--- src/verilog/tdsd_pkg.sv ---
/*
  Shared constants for the thread descriptor state decode block: register
  offsets, descriptor field positions, reset values and prefetch kinds.
  Assumes a 32-bit classic Wishbone register bus and byte-addressed state.
*/
package tdsd_pkg;

  // Register byte offsets on the Wishbone slave.
  localparam logic [7:0] ADDR_DESC_W1   = 8'h00;
  localparam logic [7:0] ADDR_DESC_W2   = 8'h04;
  localparam logic [7:0] ADDR_DESC_W3   = 8'h08;
  localparam logic [7:0] ADDR_GEN_BASE  = 8'h0c;
  localparam logic [7:0] ADDR_SURF_BASE = 8'h10;
  localparam logic [7:0] ADDR_STATUS    = 8'h14;

  // Descriptor word one exception enables and their control word targets.
  localparam int DESC_ILLEGAL_OP_BIT = 13;
  localparam int DESC_FLOW_MASK_BIT  = 11;
  localparam int DESC_SW_EXC_BIT     = 7;
  localparam int CW1_ILLEGAL_OP_BIT  = 12;
  localparam int CW1_FLOW_MASK_BIT   = 11;
  localparam int CW1_SW_EXC_BIT      = 13;

  // Pointer and count fields of descriptor words two and three.
  localparam int          PTR_LSB        = 5;
  localparam int          SAMP_CNT_LSB   = 2;
  localparam int          SAMP_CNT_MSB   = 4;
  localparam int          BIND_CNT_MSB   = 4;
  localparam logic [2:0]  SAMP_CNT_MAX   = 3'h4;
  localparam logic [4:0]  SAMP_PER_UNIT  = 5'h04;
  localparam logic [4:0]  BIND_CNT_MAX   = 5'h1f;

  // Reset values.
  localparam logic [31:0] DESC_RESET     = 32'h0000_0000;
  localparam logic [31:0] BASE_RESET     = 32'h0000_0000;
  localparam logic [31:0] CW1_RESET      = 32'h0000_0000;

  // Status register fields.
  localparam int STAT_ARMED_BIT  = 0;
  localparam int STAT_BUSY_BIT   = 1;
  localparam int STAT_CHILD_BIT  = 2;
  localparam int STAT_ISSUED_LSB = 8;

  typedef enum logic [1:0] {
    TDSD_PF_NONE    = 2'h0,
    TDSD_PF_SAMPLER = 2'h1,
    TDSD_PF_BINDING = 2'h2
  } tdsd_pf_kind_e;

  // A 32-byte aligned offset taken from a descriptor word, added to a base.
  function automatic logic [31:0] state_addr(input logic [31:0] base,
                                             input logic [31:0] word);
    state_addr = base + {word[31:PTR_LSB], 5'h00};
  endfunction : state_addr

endpackage : tdsd_pkg

--- src/verilog/tdsd_field_decode.sv ---
/*
  Combinational decode of descriptor words one to three into the control
  word image, the two state addresses and the two prefetch entry counts.
  Assumes the base addresses and words are stable registers of the top.
*/
`timescale 1ns/1ps
module tdsd_field_decode (
  input  wire logic [31:0] desc_w1,      // descriptor word one
  input  wire logic [31:0] desc_w2,      // descriptor word two
  input  wire logic [31:0] desc_w3,      // descriptor word three
  input  wire logic [31:0] gen_base,     // general state base
  input  wire logic [31:0] surf_base,    // surface state base
  output logic      [31:0] cw1_image,    // control word one image
  output logic      [31:0] samp_addr,    // sampler state table address
  output logic      [31:0] bind_addr,    // binding table address
  output logic      [4:0]  samp_entries, // sampler entries to prefetch
  output logic      [4:0]  bind_entries  // binding entries to prefetch
);

  logic [2:0] samp_units;

  always_comb begin
    cw1_image = tdsd_pkg::CW1_RESET;
    cw1_image[tdsd_pkg::CW1_ILLEGAL_OP_BIT] = desc_w1[tdsd_pkg::DESC_ILLEGAL_OP_BIT];
    cw1_image[tdsd_pkg::CW1_FLOW_MASK_BIT]  = desc_w1[tdsd_pkg::DESC_FLOW_MASK_BIT];
    cw1_image[tdsd_pkg::CW1_SW_EXC_BIT]     = desc_w1[tdsd_pkg::DESC_SW_EXC_BIT];
  end

  assign samp_addr = tdsd_pkg::state_addr(gen_base, desc_w2);
  assign bind_addr = tdsd_pkg::state_addr(surf_base, desc_w3);

  // sampler count decode.
  // Values beyond the documented range are clamped so a bad count never
  // prefetches more than sixteen sampler entries.
  always_comb begin
    samp_units = desc_w2[tdsd_pkg::SAMP_CNT_MSB:tdsd_pkg::SAMP_CNT_LSB];
    if (samp_units > tdsd_pkg::SAMP_CNT_MAX) begin
      samp_units = tdsd_pkg::SAMP_CNT_MAX;
    end
    samp_entries = 5'({2'h0, samp_units} * tdsd_pkg::SAMP_PER_UNIT);
  end

  assign bind_entries = desc_w3[tdsd_pkg::BIND_CNT_MSB:0];

endmodule : tdsd_field_decode

--- src/verilog/tdsd_prefetch_seq.sv ---
/*
  Prefetch sequencer: walks the sampler entries, then the binding entries,
  issuing one request per entry with a valid and ready handshake.
  Assumes start is only given while idle and with a non-zero count.
*/
`timescale 1ns/1ps
module tdsd_prefetch_seq #(
  parameter logic [31:0] SAMP_ENTRY_BYTES = 32'h0000_0010, // sampler entry size
  parameter logic [31:0] BIND_ENTRY_BYTES = 32'h0000_0004  // binding entry size
) (
  input  wire logic                   clk,          // system clock
  input  wire logic                   rst,          // synchronous reset
  input  wire logic                   start,        // begin a prefetch pass
  input  wire logic [31:0]            samp_addr,    // sampler table address
  input  wire logic [31:0]            bind_addr,    // binding table address
  input  wire logic [4:0]             samp_entries, // sampler entry count
  input  wire logic [4:0]             bind_entries, // binding entry count
  output logic                        pf_valid,     // request is offered
  input  wire logic                   pf_ready,     // request is taken
  output logic [31:0]                 pf_addr,      // entry address
  output tdsd_pkg::tdsd_pf_kind_e     pf_kind,      // entry kind
  output logic                        busy          // pass in progress
);

  typedef enum logic [2:0] {
    TDSD_SQ_IDLE = 3'b001,
    TDSD_SQ_SAMP = 3'b010,
    TDSD_SQ_BIND = 3'b100
  } tdsd_sq_e;

  tdsd_sq_e    state_reg;
  logic [4:0]  idx_reg;
  logic [4:0]  bind_cnt_reg;
  logic [4:0]  samp_cnt_reg;
  logic [31:0] bind_base_reg;
  logic [31:0] addr_reg;
  logic        take;

  assign take     = pf_valid && pf_ready;
  assign pf_valid = state_reg != TDSD_SQ_IDLE;
  assign busy     = pf_valid;
  assign pf_addr  = addr_reg;
  assign pf_kind  = (state_reg == TDSD_SQ_SAMP) ? tdsd_pkg::TDSD_PF_SAMPLER :
                    (state_reg == TDSD_SQ_BIND) ? tdsd_pkg::TDSD_PF_BINDING :
                    tdsd_pkg::TDSD_PF_NONE;

  always_ff @(posedge clk) begin
    if (rst) begin
      state_reg     <= TDSD_SQ_IDLE;
      idx_reg       <= 5'h00;
      addr_reg      <= tdsd_pkg::BASE_RESET;
      bind_cnt_reg  <= 5'h00;
      samp_cnt_reg  <= 5'h00;
      bind_base_reg <= tdsd_pkg::BASE_RESET;
    end else begin
      case (state_reg)
        TDSD_SQ_IDLE: begin
          if (start) begin
            idx_reg       <= 5'h00;
            samp_cnt_reg  <= samp_entries;
            bind_cnt_reg  <= bind_entries;
            bind_base_reg <= bind_addr;
            if (samp_entries != 5'h00) begin
              state_reg <= TDSD_SQ_SAMP;
              addr_reg  <= samp_addr;
            end else if (bind_entries != 5'h00) begin
              state_reg <= TDSD_SQ_BIND;
              addr_reg  <= bind_addr;
            end
          end
        end
        TDSD_SQ_SAMP: begin
          if (take) begin
            if (idx_reg + 5'h01 == samp_cnt_reg) begin
              idx_reg  <= 5'h00;
              addr_reg <= bind_base_reg;
              state_reg <= (bind_cnt_reg != 5'h00) ? TDSD_SQ_BIND : TDSD_SQ_IDLE;
            end else begin
              idx_reg  <= idx_reg + 5'h01;
              addr_reg <= addr_reg + SAMP_ENTRY_BYTES;
            end
          end
        end
        TDSD_SQ_BIND: begin
          if (take) begin
            if (idx_reg + 5'h01 == bind_cnt_reg) begin
              idx_reg   <= 5'h00;
              state_reg <= TDSD_SQ_IDLE;
            end else begin
              idx_reg  <= idx_reg + 5'h01;
              addr_reg <= addr_reg + BIND_ENTRY_BYTES;
            end
          end
        end
        default: begin
          state_reg <= TDSD_SQ_IDLE;
        end
      endcase
    end
  end

endmodule : tdsd_prefetch_seq

--- src/verilog/tdsd_top.sv ---
/*
  Thread descriptor state decode: holds the later descriptor words behind a
  Wishbone slave, loads the execution unit control word on each dispatch,
  presents the state addresses of root threads and runs at most one state prefetch
  per media pipeline startup. Assumes the dispatcher and state cache run on
  CLK_SYS and hold their pulses for one cycle.
*/
// Added by the designer: the Wishbone interface to the registers and the placing of the registers.
`timescale 1ns/1ps
module tdsd_top #(
  parameter logic [31:0] SAMP_ENTRY_BYTES = 32'h0000_0010, // sampler entry size
  parameter logic [31:0] BIND_ENTRY_BYTES = 32'h0000_0004  // binding entry size
) (
  input  wire logic                   CLK_SYS,        // system clock, 200 MHz
  input  wire logic                   RST,            // synchronous reset
  input  wire logic                   WB_CYC_I,       // bus cycle
  input  wire logic                   WB_STB_I,       // bus strobe
  input  wire logic                   WB_WE_I,        // write enable
  input  wire logic [7:0]             WB_ADR_I,       // byte address
  input  wire logic [3:0]             WB_SEL_I,       // byte selects
  input  wire logic [31:0]            WB_DAT_I,       // write data
  output logic      [31:0]            WB_DAT_O,       // read data
  output logic                        WB_ACK_O,       // acknowledge
  input  wire logic                   PIPE_START,     // media pipeline startup pulse
  input  wire logic                   DISP_VALID,     // thread dispatch pulse
  input  wire logic                   DISP_CHILD,     // dispatched thread is a child
  output logic      [31:0]            EXEC_UNIT_CONTROL_WORD_ONE, // control word one
  output logic                        EXEC_UNIT_LOAD, // control word loaded pulse
  output logic      [31:0]            SAMP_STATE_ADDR, // sampler state table address
  output logic      [31:0]            BIND_TABLE_ADDR, // binding table address
  output logic                        PF_VALID,       // prefetch request valid
  input  wire logic                   PF_READY,       // prefetch request taken
  output logic      [31:0]            PF_ADDR,        // prefetch entry address
  output tdsd_pkg::tdsd_pf_kind_e     PF_KIND         // prefetch entry kind
);

  logic [31:0] desc_w1_reg;
  logic [31:0] desc_w2_reg;
  logic [31:0] desc_w3_reg;
  logic [31:0] gen_base_reg;
  logic [31:0] surf_base_reg;
  logic [31:0] cw1_reg;
  logic        load_reg;
  logic [31:0] samp_addr_reg;
  logic [31:0] bind_addr_reg;
  logic        armed_reg;
  logic        child_reg;
  logic [7:0]  issued_reg;
  logic        ack_reg;
  logic [31:0] rdata_reg;
  logic [31:0] rdata_next;

  logic        bus_req;
  logic        bus_wr;
  logic [31:0] cw1_image;
  logic [31:0] samp_addr;
  logic [31:0] bind_addr;
  logic [4:0]  samp_entries;
  logic [4:0]  bind_entries;
  logic        root_disp;
  logic        seq_start;
  logic        seq_busy;

  // Bus slave: one wait state, ack drops in the cycle after it is given.
  assign bus_req = WB_CYC_I && WB_STB_I && !ack_reg;
  assign bus_wr  = bus_req && WB_WE_I;
  assign WB_ACK_O = ack_reg;
  assign WB_DAT_O = rdata_reg;

  function automatic logic [31:0] merge_bytes(input logic [31:0] old_val,
                                              input logic [31:0] new_val,
                                              input logic [3:0]  sel);
    logic [31:0] res;
    res = old_val;
    for (int i = 0; i < 4; i++) begin
      if (sel[i]) begin
        res[i*8 +: 8] = new_val[i*8 +: 8];
      end
    end
    merge_bytes = res;
  endfunction : merge_bytes

  always_ff @(posedge CLK_SYS) begin
    if (RST) begin
      ack_reg <= 1'b0;
    end else begin
      ack_reg <= bus_req;
    end
  end

  always_comb begin
    rdata_next = 32'h0000_0000;
    case (WB_ADR_I)
      tdsd_pkg::ADDR_DESC_W1:   rdata_next = desc_w1_reg;
      tdsd_pkg::ADDR_DESC_W2:   rdata_next = desc_w2_reg;
      tdsd_pkg::ADDR_DESC_W3:   rdata_next = desc_w3_reg;
      tdsd_pkg::ADDR_GEN_BASE:  rdata_next = gen_base_reg;
      tdsd_pkg::ADDR_SURF_BASE: rdata_next = surf_base_reg;
      tdsd_pkg::ADDR_STATUS: begin
        rdata_next[tdsd_pkg::STAT_ARMED_BIT] = armed_reg;
        rdata_next[tdsd_pkg::STAT_BUSY_BIT]  = seq_busy;
        rdata_next[tdsd_pkg::STAT_CHILD_BIT] = child_reg;
        rdata_next[tdsd_pkg::STAT_ISSUED_LSB +: 8] = issued_reg;
      end
      default: rdata_next = 32'h0000_0000;
    endcase
  end

  always_ff @(posedge CLK_SYS) begin
    if (RST) begin
      rdata_reg <= 32'h0000_0000;
    end else if (bus_req && !WB_WE_I) begin
      rdata_reg <= rdata_next;
    end
  end

  // Writes land with the request cycle so they are visible when ack rises.
  always_ff @(posedge CLK_SYS) begin
    if (RST) begin
      desc_w1_reg   <= tdsd_pkg::DESC_RESET;
      desc_w2_reg   <= tdsd_pkg::DESC_RESET;
      desc_w3_reg   <= tdsd_pkg::DESC_RESET;
      gen_base_reg  <= tdsd_pkg::BASE_RESET;
      surf_base_reg <= tdsd_pkg::BASE_RESET;
    end else if (bus_wr) begin
      case (WB_ADR_I)
        tdsd_pkg::ADDR_DESC_W1:   desc_w1_reg   <= merge_bytes(desc_w1_reg, WB_DAT_I, WB_SEL_I);
        tdsd_pkg::ADDR_DESC_W2:   desc_w2_reg   <= merge_bytes(desc_w2_reg, WB_DAT_I, WB_SEL_I);
        tdsd_pkg::ADDR_DESC_W3:   desc_w3_reg   <= merge_bytes(desc_w3_reg, WB_DAT_I, WB_SEL_I);
        tdsd_pkg::ADDR_GEN_BASE:  gen_base_reg  <= merge_bytes(gen_base_reg, WB_DAT_I, WB_SEL_I);
        tdsd_pkg::ADDR_SURF_BASE: surf_base_reg <= merge_bytes(surf_base_reg, WB_DAT_I, WB_SEL_I);
        default: begin
        end
      endcase
    end
  end

  tdsd_field_decode u_decode (
    .desc_w1      (desc_w1_reg),
    .desc_w2      (desc_w2_reg),
    .desc_w3      (desc_w3_reg),
    .gen_base     (gen_base_reg),
    .surf_base    (surf_base_reg),
    .cw1_image    (cw1_image),
    .samp_addr    (samp_addr),
    .bind_addr    (bind_addr),
    .samp_entries (samp_entries),
    .bind_entries (bind_entries)
  );

  always_ff @(posedge CLK_SYS) begin
    if (RST) begin
      cw1_reg  <= tdsd_pkg::CW1_RESET;
      load_reg <= 1'b0;
    end else begin
      load_reg <= DISP_VALID;
      if (DISP_VALID) begin
        cw1_reg <= cw1_image;
      end
    end
  end

  assign EXEC_UNIT_CONTROL_WORD_ONE = cw1_reg;
  assign EXEC_UNIT_LOAD             = load_reg;

  assign root_disp = DISP_VALID && !DISP_CHILD;

  always_ff @(posedge CLK_SYS) begin
    if (RST) begin
      samp_addr_reg <= tdsd_pkg::BASE_RESET;
      bind_addr_reg <= tdsd_pkg::BASE_RESET;
      child_reg     <= 1'b0;
    end else if (DISP_VALID) begin
      child_reg <= DISP_CHILD;
      if (!DISP_CHILD) begin
        samp_addr_reg <= samp_addr;
        bind_addr_reg <= bind_addr;
      end
    end
  end

  assign SAMP_STATE_ADDR = samp_addr_reg;
  assign BIND_TABLE_ADDR = bind_addr_reg;

  // one pass per startup; a startup in the same cycle as the
  // consuming dispatch wins, so the next startup is never lost.
  always_ff @(posedge CLK_SYS) begin
    if (RST) begin
      armed_reg <= 1'b0;
    end else if (PIPE_START) begin
      armed_reg <= 1'b1;
    end else if (root_disp) begin
      armed_reg <= 1'b0;
    end
  end

  // start only for the first root thread after a startup, and only if it has counts.
  assign seq_start = root_disp && armed_reg && !seq_busy &&
                     (samp_entries != 5'h00 || bind_entries != 5'h00);

  // counts size the prefetch walk, and block its start when both are zero.
  tdsd_prefetch_seq #(
    .SAMP_ENTRY_BYTES (SAMP_ENTRY_BYTES),
    .BIND_ENTRY_BYTES (BIND_ENTRY_BYTES)
  ) u_seq (
    .clk          (CLK_SYS),
    .rst          (RST),
    .start        (seq_start),
    .samp_addr    (samp_addr),
    .bind_addr    (bind_addr),
    .samp_entries (samp_entries),
    .bind_entries (bind_entries),
    .pf_valid     (PF_VALID),
    .pf_ready     (PF_READY),
    .pf_addr      (PF_ADDR),
    .pf_kind      (PF_KIND),
    .busy         (seq_busy)
  );

  // Counts requests taken in the current pass; reset by each start.
  always_ff @(posedge CLK_SYS) begin
    if (RST) begin
      issued_reg <= 8'h00;
    end else if (seq_start) begin
      issued_reg <= 8'h00;
    end else if (PF_VALID && PF_READY) begin
      issued_reg <= issued_reg + 8'h01;
    end
  end

  logic [5:0] bind_taken_reg;

  always_ff @(posedge CLK_SYS) begin
    if (RST || seq_start) begin
      bind_taken_reg <= 6'h00;
    end else if (PF_VALID && PF_READY && PF_KIND == tdsd_pkg::TDSD_PF_BINDING) begin
      bind_taken_reg <= bind_taken_reg + 6'h01;
    end
  end
endmodule : tdsd_top

--- config.mk ---
export PLATFORM = sky130hd
export DESIGN_NAME = tdsd_top
export DESIGN_NICKNAME = d
export VERILOG_FILES = /design/src/verilog/tdsd_pkg.sv /design/src/verilog/tdsd_field_decode.sv /design/src/verilog/tdsd_prefetch_seq.sv /design/src/verilog/tdsd_top.sv
export SDC_FILE = /design/constraint.sdc
export NUM_CORES = 1
export LEC_CHECK = 0
export ABC_CLOCK_PERIOD_IN_PS = 5300
export BUFFER_PORTS_ARGS = -buffer_cell sky130_fd_sc_hd__buf_2
export CORE_MARGIN = 2
export CORE_UTILIZATION = 64
export CTS_CLUSTER_DIAMETER = 150
export DETAILED_ROUTE_END_ITERATION = 10
export PLACE_DENSITY = 0.9
export SETUP_SLACK_MARGIN = 0.2
export SYNTH_ARGS = -nofsm -noshare
export SYNTH_HDL_FRONTEND = slang
export SYNTH_SLANG_ARGS = --single-unit
export TNS_END_PERCENT = 20
--- constraint.sdc ---
create_clock -name CLK_SYS -period 5.3 [get_ports CLK_SYS]
set_input_delay 0.265 -clock CLK_SYS [delete_from_list [all_inputs] [get_ports CLK_SYS]]
set_output_delay 0.265 -clock CLK_SYS [all_outputs]
set_load 0.02 [all_outputs]
# Word level (Yosys, flattened, before mapping)
# Index checks and enable logic that the tools add are counted.
dict set report word_totals {
  inputBits 53
  output_inout_bits 165
  wordCells 139
  register_bits 351
}
dict set report op_classes {
  bitwise 1
  n_mux 32
  reduce_logical 46
  addsub 6
  eq_ne 18
  order_cmp 1
}
# operator count
set op_table {}
lappend op_table {{32-bit two-way mux} 7}
lappend op_table {{32-bit case mux with 3 select lines} 1}
lappend op_table {{16-bit case mux with 5 select lines} 1}
lappend op_table {{32-bit adder} 2}
lappend op_table {{3-bit AND reduction} 20}
lappend op_table {{8-bit case mux with 6 select lines} 1}
lappend op_table {{32-bit by 3-bit adder with 32-bit output (second input constant)} 1}
lappend op_table {{32-bit by 5-bit adder with 32-bit output (second input constant)} 1}
lappend op_table {{3-bit two-way mux} 9}
lappend op_table {{5-bit two-way mux} 5}
lappend op_table {{5-bit case mux with 5 select lines} 1}
lappend op_table {{3-bit case mux with 6 select lines} 1}
lappend op_table {{8-bit by 4-bit equality test with 1-bit output (second input constant)} 2}
lappend op_table {{8-bit by 5-bit equality test with 1-bit output (second input constant)} 2}
lappend op_table {{5-bit case mux with 3 select lines} 1}
lappend op_table {{5-bit nonzero test} 3}
lappend op_table {{6-bit AND reduction} 2}
lappend op_table {{5-bit equality test} 2}
lappend op_table {{1-bit logical AND} 9}
lappend op_table {{3-bit case mux with 3 select lines} 1}
lappend op_table {{8-bit by 1-bit adder with 8-bit output (second input constant)} 1}
lappend op_table {{8-bit by 3-bit equality test with 1-bit output (second input constant)} 1}
lappend op_table {{8-bit logical NOT} 1}
lappend op_table {{2-bit != test (second input constant)} 4}
lappend op_table {{other kinds (18)} 25}

# Longest topological paths before layout
# Gate-level depths: netlist of run 1.
dict set report logic_depth {
  word_depth 7
  mapped_depth 12
}

# Cells and area by module
# A second synthesis of run 1 with hierarchy kept.
dict set report hier_totals {
  hier_cells 2530
  area_unflattened_um2 21003.9
}
# mod cells_each area_each_um2 n_inst
set modules_own_cells {}
lappend modules_own_cells {tdsd_top 1372 12221.7 1}
lappend modules_own_cells {tdsd_prefetch_seq 675 5340.1 1}
lappend modules_own_cells {tdsd_field_decode 483 3442.1 1}

# Worst setup path after synthesis of run 1
# OpenSTA, ideal clock, no wires.
dict set report synth_path {
  path_kind {flip-flop to flip-flop}
  startpoint {reg desc_w3_reg[5]}
  endpoint {reg u_seq.addr_reg[31], in the netlist u_seq.pf_addr[31]}
  setup_ns 0.120
  arrival_ns 2.789
  t_required_ns 5.180
  path_stages_with_launch 13
  synth_period_minus_slack_ns 2.908
  setup_slack_ns 2.392
  path_cell_list {dfxtp_1 -> ha_1 -> inv_1 -> fa_1 -> nand2b_1 -> a211o_1 -> a211o_1 -> a21oi_1 -> nor2_1 -> o41a_1 -> xnor2_1 -> nor4b_1 -> a211o_1}
}
dict set report synth_between {
  elab_chain_cells 5
}
# item line
set synth_lines {}
lappend synth_lines {{start, declared} tdsd_top.sv:39} ;# logic [31:0] desc_w3_reg;
lappend synth_lines {{start signal, assigned} tdsd_top.sv:122} ;# desc_w3_reg <= tdsd_pkg::DESC_RESET;
lappend synth_lines {{start signal, assigned} tdsd_top.sv:129} ;# tdsd_pkg::ADDR_DESC_W3: desc_w3_reg <= merge_bytes(desc_w3_reg, WB_DAT_I, WB_SEL_I);
lappend synth_lines {{32-bit adder} tdsd_pkg.sv:53} ;# state_addr = base + {word[31:PTR_LSB], 5'h00};
lappend synth_lines {{32-bit two-way mux} tdsd_prefetch_seq.sv:66} ;# end else if (bind_entries != 5'h00) begin
lappend synth_lines {{32-bit two-way mux} tdsd_prefetch_seq.sv:63} ;# if (samp_entries != 5'h00) begin
lappend synth_lines {{32-bit two-way mux} tdsd_prefetch_seq.sv:58} ;# if (start) begin
lappend synth_lines {{32-bit case mux with 3 select lines} tdsd_prefetch_seq.sv:56} ;# case (state_reg)
lappend synth_lines {{end signal, assigned} tdsd_prefetch_seq.sv:65} ;# addr_reg <= samp_addr;
lappend synth_lines {{end signal, assigned} tdsd_prefetch_seq.sv:68} ;# addr_reg <= bind_addr;
lappend synth_lines {{end signal, assigned} tdsd_prefetch_seq.sv:76} ;# addr_reg <= bind_base_reg;
lappend synth_lines {{end, declared} tdsd_prefetch_seq.sv:36} ;# logic [31:0] addr_reg;
# No other way between the ends. The select of a mux whose other input is x is not followed.
# A chain may end at the register's enable or synchronous reset.

# Worst setup path after layout of run 1
dict set report layout_path {
  startpoint {reg desc_w2_reg[4]}
  endpoint {reg u_seq.addr_reg[25], in the netlist u_seq.pf_addr[25]}
}
dict set report layout_between {
  elab_chain_cells 7
}
# item line
set layout_lines {}
lappend layout_lines {{start, declared} tdsd_top.sv:38} ;# logic [31:0] desc_w2_reg;
lappend layout_lines {{start signal, assigned} tdsd_top.sv:121} ;# desc_w2_reg <= tdsd_pkg::DESC_RESET;
lappend layout_lines {{start signal, assigned} tdsd_top.sv:128} ;# tdsd_pkg::ADDR_DESC_W2: desc_w2_reg <= merge_bytes(desc_w2_reg, WB_DAT_I, WB_SEL_I);
lappend layout_lines {{3-bit greater-than comparator} tdsd_field_decode.sv:37} ;# if (samp_units > tdsd_pkg::SAMP_CNT_MAX) begin
lappend layout_lines {{3-bit two-way mux *} tdsd_field_decode.sv:37}
lappend layout_lines {{5-bit nonzero test *} {tdsd_prefetch_seq.sv:63, tdsd_top.sv:199}}
lappend layout_lines {{1-bit logical OR} tdsd_top.sv:199} ;# (samp_entries != 5'h00 || bind_entries != 5'h00);
lappend layout_lines {{1-bit logical AND} tdsd_top.sv:198} ;# assign seq_start = root_disp && armed_reg && !seq_busy &&
lappend layout_lines {{2-bit != test (no line)} n/a}
lappend layout_lines {{6-bit AND reduction (no line)} n/a}
lappend layout_lines {{end signal, assigned} tdsd_prefetch_seq.sv:76}
lappend layout_lines {{end signal, assigned} tdsd_prefetch_seq.sv:80} ;# addr_reg <= addr_reg + SAMP_ENTRY_BYTES;
lappend layout_lines {{end signal, assigned} tdsd_prefetch_seq.sv:91} ;# addr_reg <= addr_reg + BIND_ENTRY_BYTES;
# Mark *: on every way between the ends. The rest lies on a longest branch, timed or not. The select of a mux whose other input is x is not followed.

==> results of run 1 <==
cell usage after synthesis, types with 9 or more instances:
cell type and number:
and3_1 10, buf_2 16, ha_1 56, nor2_1 321, a22o_1 35, o21ai_0 96
mux2i_1 199, nor2b_1 10, a21o_1 21, xnor2_1 68, clkbuf_1 108, inv_1 18
a21oi_1 165, xor2_1 41, dfxtp_1 351, o22ai_1 16, a22oi_1 28, or3_1 9
mux2_2 24, buf_4 32, nand3_1 38, nand2b_1 14, nor2_4 12, nor3_1 52
nand2_1 231, a221oi_1 12, a31oi_1 14, o21a_1 9, nand4_1 16, a311oi_1 11
a211oi_1 24, a221o_1 26
power by group:
| group | total (uW) | leakage (uW) | internal (uW) | switching [uW] |
|---|---|---|---|---|
| Clock | 2570 | 0.000582 | 1460 | 1100 |
| Sequential | 2740 | 0.00283 | 2680 | 59.5 |
| Combinational | 533 | 0.00500 | 161 | 371 |
| Total | 5840 | 0.00841 | 4310 | 1530 |
cell families after synthesis:
| logic type | synth area share (%) |
|---|---|
| adders and majority gates | 3.99 |
| muxes | 12.2 |
| AOI/OAI and AO/OA | 18.0 |
| other | 0.0202 |
| buffers and inverters | 4.75 |
| xor gates and xnor gates | 5.14 |
| and+or+nand+nor | 18.1 |
| DFF | 37.8 |
routing by layer:
metal / global-route usage [%] / vias to the layer above / wire [um]
li1: - / 7960 / -
met1: 49.1 / 8443 / 22700
met2: 58.1 / 1326 / 26100
met3: 9.14 / 221 / 7550
met4: 17.8 / 0 / 2790
met5: 0 / - / 0
how the worst max path moves through the flow:
stage / depth (start not counted) / end / slack, ns
floorplan: 12 / u_seq.pf_addr[31] / 2.39
global placement: 9 / u_seq.pf_addr[19] / 1.88
detailed placement: 9 / u_seq.pf_addr[25] / 1.75
CTS: 9 / u_seq.pf_addr[25] / 1.69
global route: 9 / u_seq.pf_addr[19] / 1.37
finish: 9 / u_seq.pf_addr[25] / 1.60
metrics by stage:
stage          area (um^2)  worst slack (ns)
5_1_grt              20700              1.37
3_3_place_gp         19500              1.88
4_1_cts              20700              1.69
3_5_place_dp         19500              1.75
6_report             20700              1.60
2_1_floorplan        18700              2.39
layout by cell type, fill, tap and decap left out, types with 7 or more instances in the layout:
master | netlist | final
xnor2_1 | 68 | 68
o22ai_1 | 16 | 16
and2_1 | 7 | 7
a221o_1 | 26 | 26
a211oi_1 | 24 | 24
a221oi_1 | 12 | 12
a22oi_1 | 28 | 28
nor2b_1 | 10 | 9
nor2_4 | 12 | 13
conb_1 | 1 | 29
nand4_1 | 16 | 16
ha_1 | 56 | 56
or3_1 | 9 | 9
buf_2 | 16 | 187
inv_1 | 18 | 18
a31oi_1 | 14 | 14
a22o_1 | 35 | 35
buf_4 | 32 | 17
a21o_1 | 21 | 21
nor3_1 | 52 | 48
clkbuf_8 | 0 | 8
nand2b_1 | 14 | 13
nand3_1 | 38 | 38
nand2_1 | 231 | 231
o21ai_0 | 96 | 96
a21oi_1 | 165 | 164
clkbuf_16 | 0 | 39
o21a_1 | 9 | 9
mux2_2 | 24 | 24
a311oi_1 | 11 | 11
nor2_1 | 321 | 320
xor2_1 | 41 | 41
and3_1 | 10 | 9
dfxtp_1 | 351 | 351
mux2i_1 | 199 | 199
area by class of cell:
class                           instances  area (um^2)
Clock inverter                         13         86.3
Clock buffer                           53         1110
Multi-Input combinational cell       1688        10800
Antenna cell                            1         2.50
Sequential cell                       351         7030
Inverter                               19         71.3
Tap cell                              384          480
Timing Repair Buffer                  206         1090
Fill cell                            2093         7940
worst max-delay path, cell delays in order (launching register included):
cell	delay, ns
dfxtp_1	0.42
or3_1	0.67
o311a_1	0.36
nand2_2	0.16
o21ai_2	0.21
o21a_1	0.85
buf_4	0.36
o221ai_1	0.14
a221oi_1	0.28
nor3_1	0.08
timing repair:
item / 4_1_cts / 5_1_grt
setup endpoints to repair: 0 / 0
hold buffers: 1 / 0
resized for setup: 0 / 0
hold endpoints to repair: 1 / 0
==> impl_metrics.env, run 1 <==
export IMPL_status="finished, violations left"
export IMPL_violations="DRC"
export IMPL_maxCapViolCount=0
export IMPL_tns_ns=0
export IMPL_finalCriticalPeriod_ns=3.70
export IMPL_hp_start="WB_DAT_I[21]"
export IMPL_path_max_fanout=30
export IMPL_cts_setup_buffers=0
export IMPL_leakage_uw=0.00841
export IMPL_port_buffers=188
export IMPL_drv_slew=0
export IMPL_reg2reg_from="desc_w2_reg[4]"
export IMPL_yosysWarningCount=0
export IMPL_syn2layout_area_growth_pct=11.3
export IMPL_tritoncts="done"
export IMPL_cts_made_buffers=37
export IMPL_h_tree_depth=2
export IMPL_synthFlopType="dfxtp_1"
export IMPL_track_usage_pct=37.5
export IMPL_std_cell_rows=62
export IMPL_drc_errors=1
export IMPL_critPathRequiredTime_ns=5.67
export IMPL_fin_hold_ws_ns=0.0387
export IMPL_syn_inst=2197
export IMPL_synth_top_area_share_pct=37.8
export IMPL_placed_cells=2647
export IMPL_min_path_type="primary input to flop"
export IMPL_clk_latency_ns=0.53
export IMPL_gr_total_overflow=0
export IMPL_synth_top_cell_by_area="dfxtp_1"
export IMPL_fp_coreArea_mm2=0.0286
export IMPL_setup_viol=0
export IMPL_finalPower_uw=5840
export IMPL_die_h_um=174
export IMPL_drt_pre_antenna_iters=11
export IMPL_drt_initial_drc_count=2286
export IMPL_ios=218
export IMPL_path_class="flop to flop"
export IMPL_vias=18000
export IMPL_clock_fmax_ghz=0.271
export IMPL_min_path_cells=3
export IMPL_cts_root_buf="clkbuf_16"
export IMPL_die_w_um=174
export IMPL_cp_end_kind="flop"
export IMPL_clk_pin_slew_ns=0.07
export IMPL_reg2reg_depth=9
export IMPL_skew_ns=0.0168
export IMPL_antenna_found_initial=1
export IMPL_grt_pass1_vias=16800
export IMPL_power_density_mw_per_mm2=282
export IMPL_ir_worst_vdd_mv=0.319
export IMPL_start_util_pct=64.9
export IMPL_grt_start_max_net_pins=159
export IMPL_synth_area_top_cells="dfxtp_1 (38%), mux2i_1 (11%), nor2_1 (6.5%)"
export IMPL_cp_startpoint="desc_w2_reg[4]"
export IMPL_synth_distinct_cells=81
export IMPL_whs_endpoint="surf_base_reg[21]"
export IMPL_rrSetupSlack_ns=1.60
export IMPL_tightestPinTransition_ns=1.18
export IMPL_nets=2414
export IMPL_cp_start_kind="flop"
export IMPL_routabilityCongestion=0.990
export IMPL_wire_per_inst_um=21.8
export IMPL_grt_pass1_wl_um=91500
export IMPL_rsz0062_at_grt="false"
export IMPL_slew_headroom_pct=21.3
export IMPL_routed_wl_um=59100
export IMPL_fp_dieArea_mm2=0.0304
export IMPL_async_reset_ff_share_pct=0
export IMPL_arrival_ns=4.07
export IMPL_synth_area_per_cell_um2=8.46
export IMPL_final_util_pct=72.3
export IMPL_clockBufferDepth=3
export IMPL_synth_edff_count=0
export IMPL_drive_above_1_share_pct=14.2
export IMPL_netlist_area_mm2=0.0186
export IMPL_hpwlAfterDp_um=40600
export IMPL_finalHoldViolCount=0
export IMPL_ys_ff_latch=351
export IMPL_post_route_period_util_pct=69.7
export IMPL_seq_area_frac_synth_pct=37.8
export IMPL_drtAntennaViolNets=0
export IMPL_viasPerCell=6.61
export IMPL_cts_sinks=351
export IMPL_stdcell_count=2715
export IMPL_r2r_end="u_seq.pf_addr[25]"
No activity file was read; power rests on OpenSTA's default activity.
==> run 2, diff against run 1 <==
--- a/config.mk
+++ b/config.mk
@@ -5,13 +5,13 @@
 export SDC_FILE = /design/constraint.sdc
 export NUM_CORES = 1
 export LEC_CHECK = 0
-export ABC_CLOCK_PERIOD_IN_PS = 5300
+export ABC_CLOCK_PERIOD_IN_PS = 3600
 export BUFFER_PORTS_ARGS = -buffer_cell sky130_fd_sc_hd__buf_2
 export CORE_MARGIN = 2
-export CORE_UTILIZATION = 64
+export CORE_UTILIZATION = 59
 export CTS_CLUSTER_DIAMETER = 150
 export DETAILED_ROUTE_END_ITERATION = 10
-export PLACE_DENSITY = 0.9
+export PLACE_DENSITY = 0.85
 export SETUP_SLACK_MARGIN = 0.2
 export SYNTH_ARGS = -nofsm -noshare
 export SYNTH_HDL_FRONTEND = slang
==> constraint.sdc (replaced) <==
create_clock -name CLK_SYS -period 3.6 [get_ports CLK_SYS]
set_input_delay 0.18 -clock CLK_SYS [delete_from_list [all_inputs] [get_ports CLK_SYS]]
set_output_delay 0.18 -clock CLK_SYS [all_outputs]
set_load 0.02 [all_outputs]
==> impl_metrics.env, run 2 (synthesis results as in run 1) <==
export IMPL_fp_coreArea_mm2=0.0308
export IMPL_cp_start_kind="flop"
export IMPL_comb_power_share_pct=9.7
export IMPL_swShare_pct=25.5
export IMPL_fin_ws_ns=0.372
export IMPL_final_util_pct=68.8
export IMPL_setup_viol=0
export IMPL_skew_ns=0.0205
export IMPL_gr_total_overflow=0
export IMPL_fin_area_mm2=0.0212
export IMPL_vias=17900
export IMPL_track_usage_pct=35.4
export IMPL_port_buffers=188
export IMPL_cp_end_kind="flop"
export IMPL_status="finished, final reports clean"
export IMPL_die_h_um=181
export IMPL_final_cell_mix="dfxtp_1 (351), nor2_1 (320), nand2_1 (231)"
export IMPL_start_util_pct=60.3
export IMPL_path_class="flop to flop"
export IMPL_ios=218
export IMPL_clock_fmax_ghz=0.310
export IMPL_leakage_uw=0.00867
export IMPL_ir_worst_vdd_mv=0.298
export IMPL_final_common_cell="dfxtp_1"
export IMPL_drt_initial_drc_count=2246
export IMPL_tns_ns=0
export IMPL_clk_pin_slew_ns=0.06
export IMPL_drtAntennaViolNets=0
export IMPL_path_max_fanout=4
export IMPL_tritoncts="done"
export IMPL_clockBufferDepth=3
export IMPL_antenna_found_initial=1
export IMPL_cts_made_buffers=37
export IMPL_finalHoldViolCount=0
export IMPL_min_path_type="primary input to flop"
export IMPL_wire_per_inst_um=21.7
export IMPL_power_density_mw_per_mm2=412
export IMPL_h_tree_depth=2
export IMPL_post_route_period_util_pct=89.7
export IMPL_drive_above_1_share_pct=14.7
export IMPL_antenna_cells=0
export IMPL_rsz0062_at_grt="false"
export IMPL_finalCriticalPeriod_ns=3.23
export IMPL_p_sw_uw=2230
export IMPL_clk_latency_ns=0.53
export IMPL_critPathBufInv=0
export IMPL_p_clk_share_pct=44.1
export IMPL_fp_dieArea_mm2=0.0329
export IMPL_critPathRequiredTime_ns=4.01
export IMPL_grt_pass1_wl_um=94100
export IMPL_tightestPinTransition_ns=1.27
export IMPL_internal_power_uw=6510
export IMPL_drt_pre_antenna_iters=6
export IMPL_dp_slack_ns=0.238
export IMPL_num_fill_cells=2425
export IMPL_place_area_mm2=0.0196
export IMPL_die_w_um=181
export IMPL_maxCapViolCount=0
export IMPL_grt_start_max_net_pins=127
export IMPL_worstPathCellList="ha_1 -> fa_1 -> a211oi_1 -> o21ai_2 -> a31oi_1 -> o22ai_1 -> o31ai_1 -> o41ai_1 -> a21oi_1 -> xnor2_1 -> a211o_1"
export IMPL_drv_slew=0
export IMPL_nets=2464
export IMPL_std_cell_rows=64
export IMPL_hpwlAfterDp_um=42100
export IMPL_drc_errors=0
export IMPL_slew_headroom_pct=15.1
export IMPL_cp_slowest_stage_delay_ns=0.48
export IMPL_cp_top_family="compound AO/OA/AOI/OAI gates"
export IMPL_routabilityCongestion=0.995
export IMPL_syn2layout_area_growth_pct=14.1
export IMPL_arrival_ns=3.63
export IMPL_routed_wl_um=60300
export IMPL_cts_sinks=351
export IMPL_cts_root_buf="clkbuf_16"
export IMPL_p_seq_share_pct=46.2
export IMPL_slowest_stage="o31ai_1"
export IMPL_grt_pass1_vias=17000
export IMPL_viasPerCell=6.45
## run 2: final cells by class
| class | instances | area, um^2 | area share [%] |
|---|---|---|---|
| clock buffer | 54 | 1110 | 5.25 |
| clock inverter | 9 | 101 | 0.478 |
| inverter | 19 | 71.3 | 0.336 |
| multi-input combinational | 1688 | 10800 | 51.1 |
| sequential | 351 | 7030 | 33.1 |
| tap | 396 | 495 | 2.34 |
| timing repair buffer | 256 | 1550 | 7.32 |
## run 2: path summary, 6_finish.rpt
| check | endpoint | from | depth (start not counted) | slack, ns |
|---|---|---|---|---|
| hold / removal | desc_w3_reg[1] | WB_DAT_I[1] | 3 | 0.009 |
| setup / recovery | u_seq.pf_addr[31] | desc_w2_reg[5] | 11 | 0.37 |
| setup reg to reg | u_seq.pf_addr[31] | desc_w2_reg[5] | 11 | 0.37 |
| hold reg to reg | BIND_TABLE_ADDR[5] | BIND_TABLE_ADDR[5] | 2 | 0.45 |
## run 2: layer usage
metal / part of all wire, % / track usage (%)
met2: 45 / 55.9
met5: 0 / 0
met3: 11 / 7.02
met1: 41 / 48.1
met4: 3.4 / 13.3
## run 2: what timing repair did
action / in CTS / in global routing
hold buffers: 31 / 0
endpoints found under the setup margin: 1 / 8
gates resized for setup: 1 / 4
setup buffers: 0 / 1
pin swaps: 0 / 1
hold endpoints to repair: 113 / 0
## run 2: per-stage QoR
| stage | std cells | hold slack, ns | total power, uW |
|---|---|---|---|
| 2_1_floorplan | 2225 | 0.297 | 4660 |
| 3_3_place_gp | 2678 | 0.437 | 4890 |
| 3_5_place_dp | 2678 | 0.445 | 4910 |
| 4_1_cts | 2772 | 0.00315 | 8710 |
| 5_1_grt | 2773 | 0.0108 | 8990 |
| 6_report | 2773 | 0.00886 | 8740 |
## run 2: power by group through the flow
stage	clock [uW]	sequential (uW)	combinational, uW
finish	3860	4040	847
global route	4040	4050	903
CTS	3850	4030	822
detailed placement	0	4120	789
global placement	0	4120	774
floorplan	0	4140	515
## run 2: tightest hold or removal path, cell delays in order
cell     delay, ns
buf_2         0.15
mux2i_1       0.09
nor2_1        0.08
